<file path="config.mk">
export PLATFORM = sky130hd
export DESIGN_NAME = gtu_guard_timer_unit
export DESIGN_NICKNAME = d
export VERILOG_FILES = /design/src/hw/gtu_pkg.sv /design/src/hw/gtu_guard_timer_unit.sv
export VERILOG_INCLUDE_DIRS = /design/src /design/src/hw
export SDC_FILE = /design/constraint.sdc
export NUM_CORES = 1
export LEC_CHECK = 0
export BUFFER_PORTS_ARGS = -buffer_cell sky130_fd_sc_hd__buf_2
export CAP_MARGIN = 10
export CORE_ASPECT_RATIO = 0.9
export CORE_MARGIN = 1.5
export CORE_UTILIZATION = 50
export CTS_CLUSTER_SIZE = 30
export DETAILED_ROUTE_END_ITERATION = 7
export MAX_ROUTING_LAYER = met4
export PLACE_DENSITY = 0.78
export SLEW_MARGIN = 20
export SYNTH_ARGS = -nofsm -noshare
export SYNTH_HDL_FRONTEND = slang
export SYNTH_SLANG_ARGS = --single-unit
</file>
<file path="constraint.sdc">
create_clock -name pclk -period 2.3 [get_ports pclk]
set_input_delay 0.23 -clock pclk [delete_from_list [all_inputs] [get_ports pclk]]
set_output_delay 0.23 -clock pclk [all_outputs]
set_load 0.01 [all_outputs]
</file>
<file path="src/hw/gtu_defines.svh">
// register offsets, field positions, reset values and timing counts of the guard timer unit
`ifndef GTU_DEFINES_SVH
`define GTU_DEFINES_SVH

`define GTU_OFF_RELOAD_HIGH   16'hF4C0
`define GTU_OFF_RELOAD_LOW    16'hF4C2
`define GTU_OFF_COUNT_HIGH    16'hF4C4
`define GTU_OFF_COUNT_LOW     16'hF4C6
`define GTU_OFF_UNLOCK_CLEAR  16'hF4C8
`define GTU_OFF_MODE_STATUS   16'hF4CA

`define GTU_BIT_GUARD_EN      7
`define GTU_BIT_MONITOR_EN    1
`define GTU_BIT_CLOCK_DIS     0

`define GTU_RELOAD_RESET      32'h0000FFFF
`define GTU_UNLOCK_FIRST      16'hF01E
`define GTU_UNLOCK_SECOND     16'h0FE1

`define GTU_PULSE_CYCLES      4'h8

`endif

</file>
<file path="src/hw/gtu_pkg.sv">
// types shared by the guard timer unit
package gtu_pkg;

  typedef enum logic [1:0] {
    GTU_MODE_TIMER,
    GTU_MODE_WATCHDOG,
    GTU_MODE_MONITOR
  } gtu_mode_t;

  typedef enum logic [1:0] {
    GTU_UNL_IDLE,
    GTU_UNL_ARMED
  } gtu_unlock_t;

  typedef struct packed {
    logic addr_strobe;
    logic cycle_done;
    logic idle;
    logic powerdown;
  } gtu_sys_in_t;

endpackage

</file>
<file path="src/hw/gtu_guard_timer_unit.sv">
// guard timer unit: timer, software watchdog and bus-cycle monitor behind an apb slave
//
// The implementer's own choice: the APB interface to the registers.
`timescale 1ns/1ps
`include "gtu_defines.svh"

// Notes on behaviour
// - holds 32-bit reload, 32-bit down-counter, eight-state pulse counter, count and status.
// - after reset counts down as timer, timing out after 64K cycles.
// - only one of timer, watchdog or monitor mode is active.
// - a running down-counter decrements by one every clock.
// - reaching zero drives timeout output high for exactly eight clocks.
// - an inverted copy of the timeout output feeds the slave interrupt line.
// - reload on unlock in watchdog, strobe in monitor, zero in every mode.
// - idle stops the counter only in watchdog mode.
// - powerdown stops the unit in every mode.
// - in monitor mode strobe reloads and starts, cycle done stops.
// - each cycle-done pairs with its own strobe, also two strobes pipelined.
// - unlock sequence at clear port enables watchdog and reloads counter.
// - count registers show the live counter; reloads load it from reload registers.
// - after an unlock, reload register writes are ignored until reset.
// - unlock sets enabled flag, clears monitor and clock-disable, locks status writes.
// - before unlock, monitor bit selects monitor mode, clock-disable stops the unit.
// - unlock is 16-bit F01E then 0FE1 back to back; anything else rejected.
// - reload from zero happens in the clock cycle right after the zero count.
// - status bit 7 enabled flag, bit 1 monitor enable, bit 0 clock disable.
// - reload register and down-counter reset to 0000FFFF.
module gtu_guard_timer_unit #(
  parameter int unsigned       CNT_W      = 32,
  parameter logic [31:0]       RELOAD_RST = `GTU_RELOAD_RESET
) (
  input  wire logic            pclk,
  input  wire logic            presetn,
  input  wire logic            psel,
  input  wire logic            penable,
  input  wire logic            pwrite,
  input  wire logic [15:0]     paddr,
  input  wire logic [31:0]     pwdata,
  input  wire logic [3:0]      pstrb,
  output logic      [31:0]     prdata,
  output logic                 pready,
  output logic                 pslverr,
  input  wire gtu_pkg::gtu_sys_in_t sys_in,
  output logic                 timeout_out,
  output logic                 slave_irq_line
);

  // ---------------------------------------------------------------
  // helper functions
  // ---------------------------------------------------------------
  function automatic logic gtu_hit(input logic [15:0] a, input logic [15:0] off);
    gtu_hit = (a == off);
  endfunction

  // a legal 16-bit word access uses the low two byte lanes only
  function automatic logic gtu_word(input logic [3:0] s);
    gtu_word = (s == 4'h3);
  endfunction

  // ---------------------------------------------------------------
  // declarations
  // ---------------------------------------------------------------
  logic [CNT_W-1:0]  reload_r;
  logic [CNT_W-1:0]  count_r;
  logic              at_zero_r;
  logic [3:0]        pulse_cnt_r;
  logic              timeout_r;
  logic              irq_n_r;
  logic              guard_en_r;
  logic              monitor_en_r;
  logic              clock_dis_r;
  logic              mon_run_r;
  logic [1:0]        pending_r;
  gtu_pkg::gtu_unlock_t unl_state_r;
  logic              unlock_pulse;
  logic              acc;
  logic              wr;
  logic              addr_ok;
  gtu_pkg::gtu_mode_t mode;
  logic              running;
  logic              strobe_hit;
  logic              done_hit;
  logic [31:0]       rdata_nxt;

  // ---------------------------------------------------------------
  // apb decode
  // ---------------------------------------------------------------
  // a write lands only on the edge that completes the transfer, so a stretched access cannot act twice
  assign acc     = psel && penable && pready;
  assign wr      = acc && pwrite;
  assign addr_ok = gtu_hit(paddr, `GTU_OFF_RELOAD_HIGH) || gtu_hit(paddr, `GTU_OFF_RELOAD_LOW)
                || gtu_hit(paddr, `GTU_OFF_COUNT_HIGH) || gtu_hit(paddr, `GTU_OFF_COUNT_LOW)
                || gtu_hit(paddr, `GTU_OFF_UNLOCK_CLEAR) || gtu_hit(paddr, `GTU_OFF_MODE_STATUS);

  // ---------------------------------------------------------------
  // mode selection
  // ---------------------------------------------------------------
  always_comb begin
    if (guard_en_r) begin
      mode = gtu_pkg::GTU_MODE_WATCHDOG;
    end else if (monitor_en_r) begin
      mode = gtu_pkg::GTU_MODE_MONITOR;
    end else begin
      mode = gtu_pkg::GTU_MODE_TIMER;
    end
  end

  // external strobes arrive from logic on pclk, so they are used without synchronisers
  assign strobe_hit = (mode == gtu_pkg::GTU_MODE_MONITOR) && sys_in.addr_strobe;
  assign done_hit   = (mode == gtu_pkg::GTU_MODE_MONITOR) && sys_in.cycle_done;

  always_comb begin
    running = !sys_in.powerdown && !clock_dis_r;
    case (mode)
      gtu_pkg::GTU_MODE_WATCHDOG: running = running && !sys_in.idle;
      gtu_pkg::GTU_MODE_MONITOR:  running = running && mon_run_r;
      gtu_pkg::GTU_MODE_TIMER:    running = running;
      default:                    running = 1'b0;
    endcase
  end

  // ---------------------------------------------------------------
  // unlock sequence decoder
  // ---------------------------------------------------------------
  always_ff @(posedge pclk or negedge presetn) begin
    if (!presetn) begin
      unl_state_r <= gtu_pkg::GTU_UNL_IDLE;
    end else if (wr) begin
      // any bus write in between breaks the pair, so the two words must be consecutive
      case (unl_state_r)
        gtu_pkg::GTU_UNL_IDLE: begin
          if (gtu_hit(paddr, `GTU_OFF_UNLOCK_CLEAR) && gtu_word(pstrb)
              && pwdata[15:0] == `GTU_UNLOCK_FIRST) begin
            unl_state_r <= gtu_pkg::GTU_UNL_ARMED;
          end
        end
        gtu_pkg::GTU_UNL_ARMED: begin
          unl_state_r <= gtu_pkg::GTU_UNL_IDLE;
          if (gtu_hit(paddr, `GTU_OFF_UNLOCK_CLEAR) && gtu_word(pstrb)
              && pwdata[15:0] == `GTU_UNLOCK_FIRST) begin
            unl_state_r <= gtu_pkg::GTU_UNL_ARMED;
          end
        end
        default: unl_state_r <= gtu_pkg::GTU_UNL_IDLE;
      endcase
    end
  end

  assign unlock_pulse = wr && (unl_state_r == gtu_pkg::GTU_UNL_ARMED)
                     && gtu_hit(paddr, `GTU_OFF_UNLOCK_CLEAR) && gtu_word(pstrb)
                     && pwdata[15:0] == `GTU_UNLOCK_SECOND;

  // ---------------------------------------------------------------
  // status register
  // ---------------------------------------------------------------
  always_ff @(posedge pclk or negedge presetn) begin
    if (!presetn) begin
      guard_en_r   <= 1'b0;
      monitor_en_r <= 1'b0;
      clock_dis_r  <= 1'b0;
    end else if (unlock_pulse) begin
      guard_en_r   <= 1'b1;
      monitor_en_r <= 1'b0;
      clock_dis_r  <= 1'b0;
    end else if (wr && !guard_en_r && gtu_hit(paddr, `GTU_OFF_MODE_STATUS) && pstrb[0]) begin
      monitor_en_r <= pwdata[`GTU_BIT_MONITOR_EN];
      clock_dis_r  <= pwdata[`GTU_BIT_CLOCK_DIS];
    end
  end

  // ---------------------------------------------------------------
  // reload register
  // ---------------------------------------------------------------
  always_ff @(posedge pclk or negedge presetn) begin
    if (!presetn) begin
      reload_r <= CNT_W'(RELOAD_RST);
    end else if (wr && !guard_en_r && gtu_word(pstrb)) begin
      if (gtu_hit(paddr, `GTU_OFF_RELOAD_HIGH)) begin
        reload_r[CNT_W-1:16] <= pwdata[CNT_W-17:0];
      end else if (gtu_hit(paddr, `GTU_OFF_RELOAD_LOW)) begin
        reload_r[15:0] <= pwdata[15:0];
      end
    end
  end

  // ---------------------------------------------------------------
  // bus monitor pairing
  // ---------------------------------------------------------------
  // pending counts strobes without their done; the counter stops only when the last one completes
  always_ff @(posedge pclk or negedge presetn) begin
    if (!presetn) begin
      pending_r <= 2'h0;
      mon_run_r <= 1'b0;
    end else if (mode != gtu_pkg::GTU_MODE_MONITOR) begin
      pending_r <= 2'h0;
      mon_run_r <= 1'b0;
    end else begin
      case ({strobe_hit, done_hit})
        2'b10: begin
          if (pending_r != 2'h3) begin
            pending_r <= pending_r + 2'h1;
          end
          mon_run_r <= 1'b1;
        end
        2'b01: begin
          if (pending_r != 2'h0) begin
            pending_r <= pending_r - 2'h1;
          end
          mon_run_r <= (pending_r > 2'h1);
        end
        2'b11: mon_run_r <= 1'b1;
        default: mon_run_r <= mon_run_r;
      endcase
    end
  end

  // ---------------------------------------------------------------
  // down-counter
  // ---------------------------------------------------------------
  always_ff @(posedge pclk or negedge presetn) begin
    if (!presetn) begin
      count_r   <= CNT_W'(RELOAD_RST);
      at_zero_r <= 1'b0;
    end else begin
      at_zero_r <= 1'b0;
      if (unlock_pulse || strobe_hit) begin
        count_r <= reload_r;
      end else if (at_zero_r) begin
        count_r <= reload_r;
      end else if (running) begin
        count_r <= count_r - CNT_W'(1);
        // zero is held for one cycle, then reloaded
        at_zero_r <= (count_r == CNT_W'(1));
      end
    end
  end

  // ---------------------------------------------------------------
  // timeout pulse stretcher
  // ---------------------------------------------------------------
  always_ff @(posedge pclk or negedge presetn) begin
    if (!presetn) begin
      pulse_cnt_r <= 4'h0;
      timeout_r   <= 1'b0;
      irq_n_r     <= 1'b1;
    end else if (at_zero_r) begin
      pulse_cnt_r <= `GTU_PULSE_CYCLES - 4'h1;
      timeout_r   <= 1'b1;
      irq_n_r     <= 1'b0;
    end else if (pulse_cnt_r != 4'h0) begin
      pulse_cnt_r <= pulse_cnt_r - 4'h1;
    end else begin
      timeout_r <= 1'b0;
      irq_n_r   <= 1'b1;
    end
  end

  assign timeout_out    = timeout_r;
  assign slave_irq_line = irq_n_r;

  // ---------------------------------------------------------------
  // read data and response
  // ---------------------------------------------------------------
  always_comb begin
    rdata_nxt = 32'h0;
    if (gtu_hit(paddr, `GTU_OFF_RELOAD_HIGH)) begin
      rdata_nxt[15:0] = reload_r[31:16];
    end else if (gtu_hit(paddr, `GTU_OFF_RELOAD_LOW)) begin
      rdata_nxt[15:0] = reload_r[15:0];
    end else if (gtu_hit(paddr, `GTU_OFF_COUNT_HIGH)) begin
      rdata_nxt[15:0] = count_r[31:16];
    end else if (gtu_hit(paddr, `GTU_OFF_COUNT_LOW)) begin
      rdata_nxt[15:0] = count_r[15:0];
    end else if (gtu_hit(paddr, `GTU_OFF_MODE_STATUS)) begin
      rdata_nxt[`GTU_BIT_GUARD_EN]   = guard_en_r;
      rdata_nxt[`GTU_BIT_MONITOR_EN] = monitor_en_r;
      rdata_nxt[`GTU_BIT_CLOCK_DIS]  = clock_dis_r;
    end
  end

  // no wait state: pready is registered and rises on the edge that ends the setup cycle, so the first access cycle completes
  always_ff @(posedge pclk or negedge presetn) begin
    if (!presetn) begin
      pready  <= 1'b0;
      pslverr <= 1'b0;
      prdata  <= 32'h0;
    end else if (psel && !penable) begin
      pready  <= 1'b1;
      pslverr <= !addr_ok;
      prdata  <= pwrite ? 32'h0 : rdata_nxt;
    end else begin
      pready  <= 1'b0;
      pslverr <= 1'b0;
      prdata  <= 32'h0;
    end
  end

endmodule

</file>
# Word level (Yosys, flattened, before mapping)

Index checks and enable logic that the tools add are counted.
W data, S select, Z words.

Register bits after elaboration: 113
Bits of input ports: 61
Output and inout bits: 36
Word-level logic and storage cells: 130

$add $sub $neg: 4
$lt $le $gt $ge: 1
Equal/unequal tests: 22
Muxes and demuxes: 41
Bitwise operators: 1
Reductions and logical operators: 45

Operator list:

| operator                | count |
|---|---|
| $mux W32                | 4 |
| $eq A16 B16 Y1 const B  | 7 |
| $mux W16                | 4 |
| $eq A32 B1 Y1 const B   | 1 |
| $sub A32 B1 Y32 const B | 1 |
| $logic_and A1 B1 Y1     | 19 |
| $mux W1                 | 17 |
| $eq A16 B12 Y1 const B  | 1 |
| $mux W2                 | 8 |
| $reduce_bool A3 Y1      | 3 |
| $mux W4                 | 2 |
| $mux W8                 | 1 |
| $ne A2 B2 Y1 const B    | 4 |
| $pmux W2 S2             | 2 |
| $eq A2 B1 Y1 const B    | 3 |
| $eq A2 B2 Y1 const B    | 3 |
| $logic_not A1 Y1        | 6 |
| $logic_or A1 B1 Y1      | 6 |
| $ne A3 B3 Y1 const B    | 2 |
| $reduce_and A3 Y1       | 2 |
| $reduce_bool A2 Y1      | 3 |
| $mux W5                 | 1 |
| $eq A4 B2 Y1 const B    | 1 |
| $logic_not A2 Y1        | 2 |
| 10 further kinds        | 11 |

# Depth between registers and ports, before layout

Depth in word-level cells: 9
Gate-level depth with buffers: 8

# Worst setup path after synthesis

Ideal clock, no wire load.

Kind: flip-flop to flip-flop
Start point: reg count_r[20]
End point: reg count_r[28]
Arrival time: 2,192 ps
Data required time: 2,180 ps
Path slack: -12 ps
Cell stages (with the launch flop): 8
Buffers on the path: 1
Cell sequence: dfrtp_1 > or3_1 > or4_1 > buf_2 > or4b_4 > nor3_2 > xnor2_1 > o21ai_2

Longest elaborated chain between the ends: 4

Ends and longest elaborated chain:

| element                  | RTL line                    | text |
|---|---|---|
| start: declaration       | gtu_guard_timer_unit.sv:64  | `logic [CNT_W-1:0] count_r;` |
| start signal: assignment | gtu_guard_timer_unit.sv:222 | `count_r <= CNT_W'(RELOAD_RST);` |
| start signal: assignment | gtu_guard_timer_unit.sv:227 | `count_r <= reload_r;` |
| start signal: assignment | gtu_guard_timer_unit.sv:229 | `count_r <= reload_r;` |
| $sub A32 B1 Y32          | gtu_guard_timer_unit.sv:231 | `count_r <= count_r - CNT_W'(1);` |
| $mux W32                 | gtu_guard_timer_unit.sv:230 | `end else if (running) begin` |
| $mux W32                 | gtu_guard_timer_unit.sv:228 | `end else if (at_zero_r) begin` |
| $mux W32                 | gtu_guard_timer_unit.sv:226 | `if (unlock_pulse \|\| strobe_hit) begin` |

Every way passes these cells. The select of a mux whose other input is x is not followed.
A chain may end at the register's enable or synchronous reset.

# Worst setup path in the final report

Same ends and word-level chain as after synthesis.

==> impl_results.rst <==
.. list-table::
   :header-rows: 1

   * - Metric
     - Value
   * - Status
     - completed
   * - Cell type with the largest total area after synthesis
     - sky130_fd_sc_hd__dfrtp_1
   * - Number of cells on the worst hold path
     - 2
   * - Antenna violations before repair
     - 0
   * - Vias in the first global route
     - 3990
   * - Nature of the critical path startpoint
     - flop
   * - Clock Sink Count
     - 96
   * - Clock tree root driver cell
     - sky130_fd_sc_hd__clkbuf_8
   * - Post-CTS Setup Repair Bufs
     - 0
   * - Switching power as a share of total power
     - 0.334
   * - Delay of the slowest cell on the worst path
     - 0.52 ns
   * - Number of buffers inserted during clock tree synthesis
     - 9
   * - Remaining Overflow, GRT
     - 0
   * - I/O Pins
     - 97
   * - Global-route wire length before repair
     - 20100 um
   * - Layout fillers
     - 799
   * - Clk pwr share
     - 0.230
   * - Global-route usage over all layers
     - 0.252
   * - DR vias
     - 4101
   * - Die Area
     - 10600 um2
   * - First-pass detailed-route iteration total
     - 5
   * - Routability Congestion
     - 0.925
   * - DR WL met2
     - 5660 um
   * - Worst path top cell family by delay
     - simple AND/OR/NAND/NOR gates
   * - Sum of internal, switching and leakage power
     - 0.00471 W
   * - Avg Vias per Cell
     - 5.68
   * - Depth of the worst register-to-register path
     - 6
   * - Flop and latch count out of synthesis
     - 96
   * - Unrepaired setup endpoints after global routing
     - true
   * - Maximum number of pins on one net before global-route repair
     - 47
   * - Prevailing post-synth register cell
     - sky130_fd_sc_hd__dfrtp_1
   * - Worst slew margin
     - 0.589
   * - Top-area cell type share of the netlist area
     - 0.316
   * - Internal Dissipation
     - 0.00314 W
   * - Number of antenna diodes
     - 0
   * - Yosys warns
     - 0
   * - Lkg Pwr
     - 2.71 nW
   * - Mean instance size in the synthesized netlist
     - 10.0 um2
   * - Max H-tree Level
     - 3
   * - Uppermost layer routed
     - met4
   * - Fraction of layout instances using a drive strength above 1
     - 0.337
   * - Starting utilization of the core area
     - 0.514
   * - Worst endpoint required time
     - 2.56 ns
   * - Synthesis-to-finish area growth
     - 18.4%
   * - Drt first-iter violations
     - 406
   * - Cell area after technology mapping
     - 4990 um2
   * - Worst-margin pin slew
     - 0.616 ns
   * - Synth cell count leaders
     - sky130_fd_sc_hd__dfrtp_1, sky130_fd_sc_hd__nand2_1, sky130_fd_sc_hd__nor2_1, sky130_fd_sc_hd__mux2_2, sky130_fd_sc_hd__dfstp_2
   * - Net switching power figure
     - 0.00157 W
   * - Crit path arrival time
     - 2.51 ns
   * - Buffer depth of the longest clock path
     - 2
   * - Class of the most critical setup path
     - flop to flop
   * - Peak fanout along the critical path
     - 3
   * - Worst supply voltage drop on vdd
     - 0.000414 V
   * - Cell count after synthesis
     - 499
   * - Pins Over Slew Limit
     - 0
   * - Clock latency at the later pin of the worst-skew pair
     - 0.38 ns
   * - F_max
     - 444 MHz
   * - Clock Skew
     - 0.0138 ns
   * - Relative contribution of sequential cells to total power
     - 0.492
   * - Horizontal extent of the die
     - 108 um
   * - Number of endpoints failing setup at the final stage
     - 0
   * - Cells taking the most area after synthesis
     - sky130_fd_sc_hd__dfrtp_1, sky130_fd_sc_hd__dfstp_2, sky130_fd_sc_hd__mux2_2, sky130_fd_sc_hd__xnor2_1, sky130_fd_sc_hd__nand2_1
   * - Combinational power share
     - 0.279
   * - Class of the worst hold path
     - input port to flop
   * - CP Capture Type
     - flop
   * - CTS tree
     - done
   * - Number of buffers and inverters on the critical path
     - 0
   * - Tightest hold margin
     - 0.127 ns
   * - Met1 Routed Length
     - 5390 um
   * - EDFF count, synth
     - 0
   * - Area of the placeable core
     - 9700 um2
   * - DRC violation count after routing
     - 0
   * - Count of buffers from port buffering
     - 64
   * - Total wire length after detailed routing
     - 12100 um
   * - Reg-to-reg slack, setup
     - 0.05 ns
   * - Average wire length per cell after detail routing
     - 16.7 um
   * - Net count of the finished layout
     - 658
   * - Final hold violations
     - 0
   * - Minimum period implied by the final worst setup slack
     - 2.25 ns
   * - Remaining antenna violation count
     - 0
   * - Areal power density over the cells
     - 797 nW/um2
   * - Total of max-cap violations
     - 0
   * - Die extent in y
     - 97.8 um
   * - Cell-by-cell listing of the critical path
     - or3_4, or4_4, or4b_4, nor3_2, xnor2_1, o21ai_2
   * - Most common cell in the netlist
     - sky130_fd_sc_hd__dfrtp_1
   * - Crit. path cell count
     - 6
   * - Proportion of register bits with asynchronous set or reset after synthesis
     - 1.00
   * - Final Cycle Share
     - 0.978
   * - Post-synthesis sequential area ratio
     - 0.490
   * - Register clock-pin slew on the reported worst setup and hold paths
     - 0.10 ns
   * - Core occupancy in the finished layout
     - 0.609
   * - Standard-cell rows
     - 34
   * - Number of distinct standard cells referenced by the synthesized netlist
     - 53
   * - DP HPWL
     - 8960 um
   * - Detailed route wirelength on metal3
     - 884 um
   * - Highest-delay cell along the critical path
     - sky130_fd_sc_hd__or4b_4
==> cells by family after synthesis <==
kind of cell,Yosys count,share of synthesized area
AO/OA/AOI/OAI,91,0.112
XOR/XNOR,31,0.0544
adder cells (fa/ha/maj),6,0.0150
buffers and inverters,52,0.0552
flip-flops,96,0.490
multiplexers,37,0.0830
other,1,0.000752
AND/OR/NAND/NOR,185,0.190
==> power by group through the flow <==
| stage | Sequential, W | Combinational (W) | Clock (W) |
|---|---|---|---|
| floorplan | 0.00228 | 0.000822 | 0 |
| global placement | 0.00230 | 0.00119 | 0 |
| detailed placement | 0.00233 | 0.00123 | 0 |
| CTS | 0.00230 | 0.00124 | 0.00111 |
| global route | 0.00236 | 0.00145 | 0.00117 |
| finish | 0.00231 | 0.00131 | 0.00108 |
==> stage by stage <==
step	worst slack, ns	instances	setup TNS (ns)	area [um2]
after floorplan	0.00936	514	0	5040
after global placement	0.0580	705	0	5670
after detailed placement	0.0374	705	0	5670
after CTS	0.00611	722	0	5880
after global routing	-0.0338	722	-0.0415	5910
final	0.0495	722	0	5910
==> layout make-up <==
type | count | area (um2) | area share
clock buffers | 9 | 124 | 0.0210
clock inverters | 7 | 73.8 | 0.0125
inverters | 17 | 63.8 | 0.0108
multi-input cells | 366 | 2350 | 0.399
flip-flops and latches | 96 | 2440 | 0.414
well taps | 126 | 158 | 0.0267
repair buffers | 101 | 691 | 0.117
==> routing by layer <==
metal  up-vias  track usage
met5         -            -
met4         0       0.0607
met3        18       0.0360
met2       168        0.389
met1      2019        0.354
li1       1896            -
==> timing repair <==
item	4_1_cts	5_1_grt
endpoints found under the hold margin	35	0
setup endpoints to repair	0	6
hold buffers	1	0
gates resized for setup	0	6
==> placed cells by master, fill, tap and decap left out, drive strengths merged, types with 3 or more instances in the layout <==
| cell | count |
|---|---|
| a21oi | 27 |
| nor2b | 5 |
| mux2 | 35 |
| dfrtp | 63 |
| inv | 20 |
| nand2 | 54 |
| nor2 | 48 |
| nor4 | 8 |
| clkbuf | 9 |
| dfstp | 33 |
| or2 | 4 |
| clkinv | 4 |
| nor4b | 3 |
| o41ai | 12 |
| xnor2 | 26 |
| conb | 16 |
| o21ai | 34 |
| ha | 6 |
| o22ai | 5 |
| a21o | 5 |
| and3 | 4 |
| or3 | 13 |
| xor2 | 5 |
| nor3 | 17 |
| buf | 100 |
| nand2b | 6 |
| nand4 | 9 |
==> final timing paths <==
kind	from	endpoint
min reg2reg	reload_r[13]	count_r[13]
max reg2reg	count_r[20]	count_r[28]
min in group asynchronous	presetn	prdata[4]
max	count_r[20]	count_r[28]
min	pwdata[4]	reload_r[4]
max in group asynchronous	presetn	reload_r[14]
==> flip-flops by register name, indices dropped and copies added, names as in the netlist <==
signal	count
at_zero_r	1
clock_dis_r	1
count_r	32
guard_en_r	1
mon_run_r	1
monitor_en_r	1
pending_r	2
prdata	16
pready	1
pslverr	1
pulse_cnt_r	4
reload_r	32
slave_irq_line	1
timeout_out	1
unl_state_r	1
Note: power is estimated with default switching activity, not from simulation.
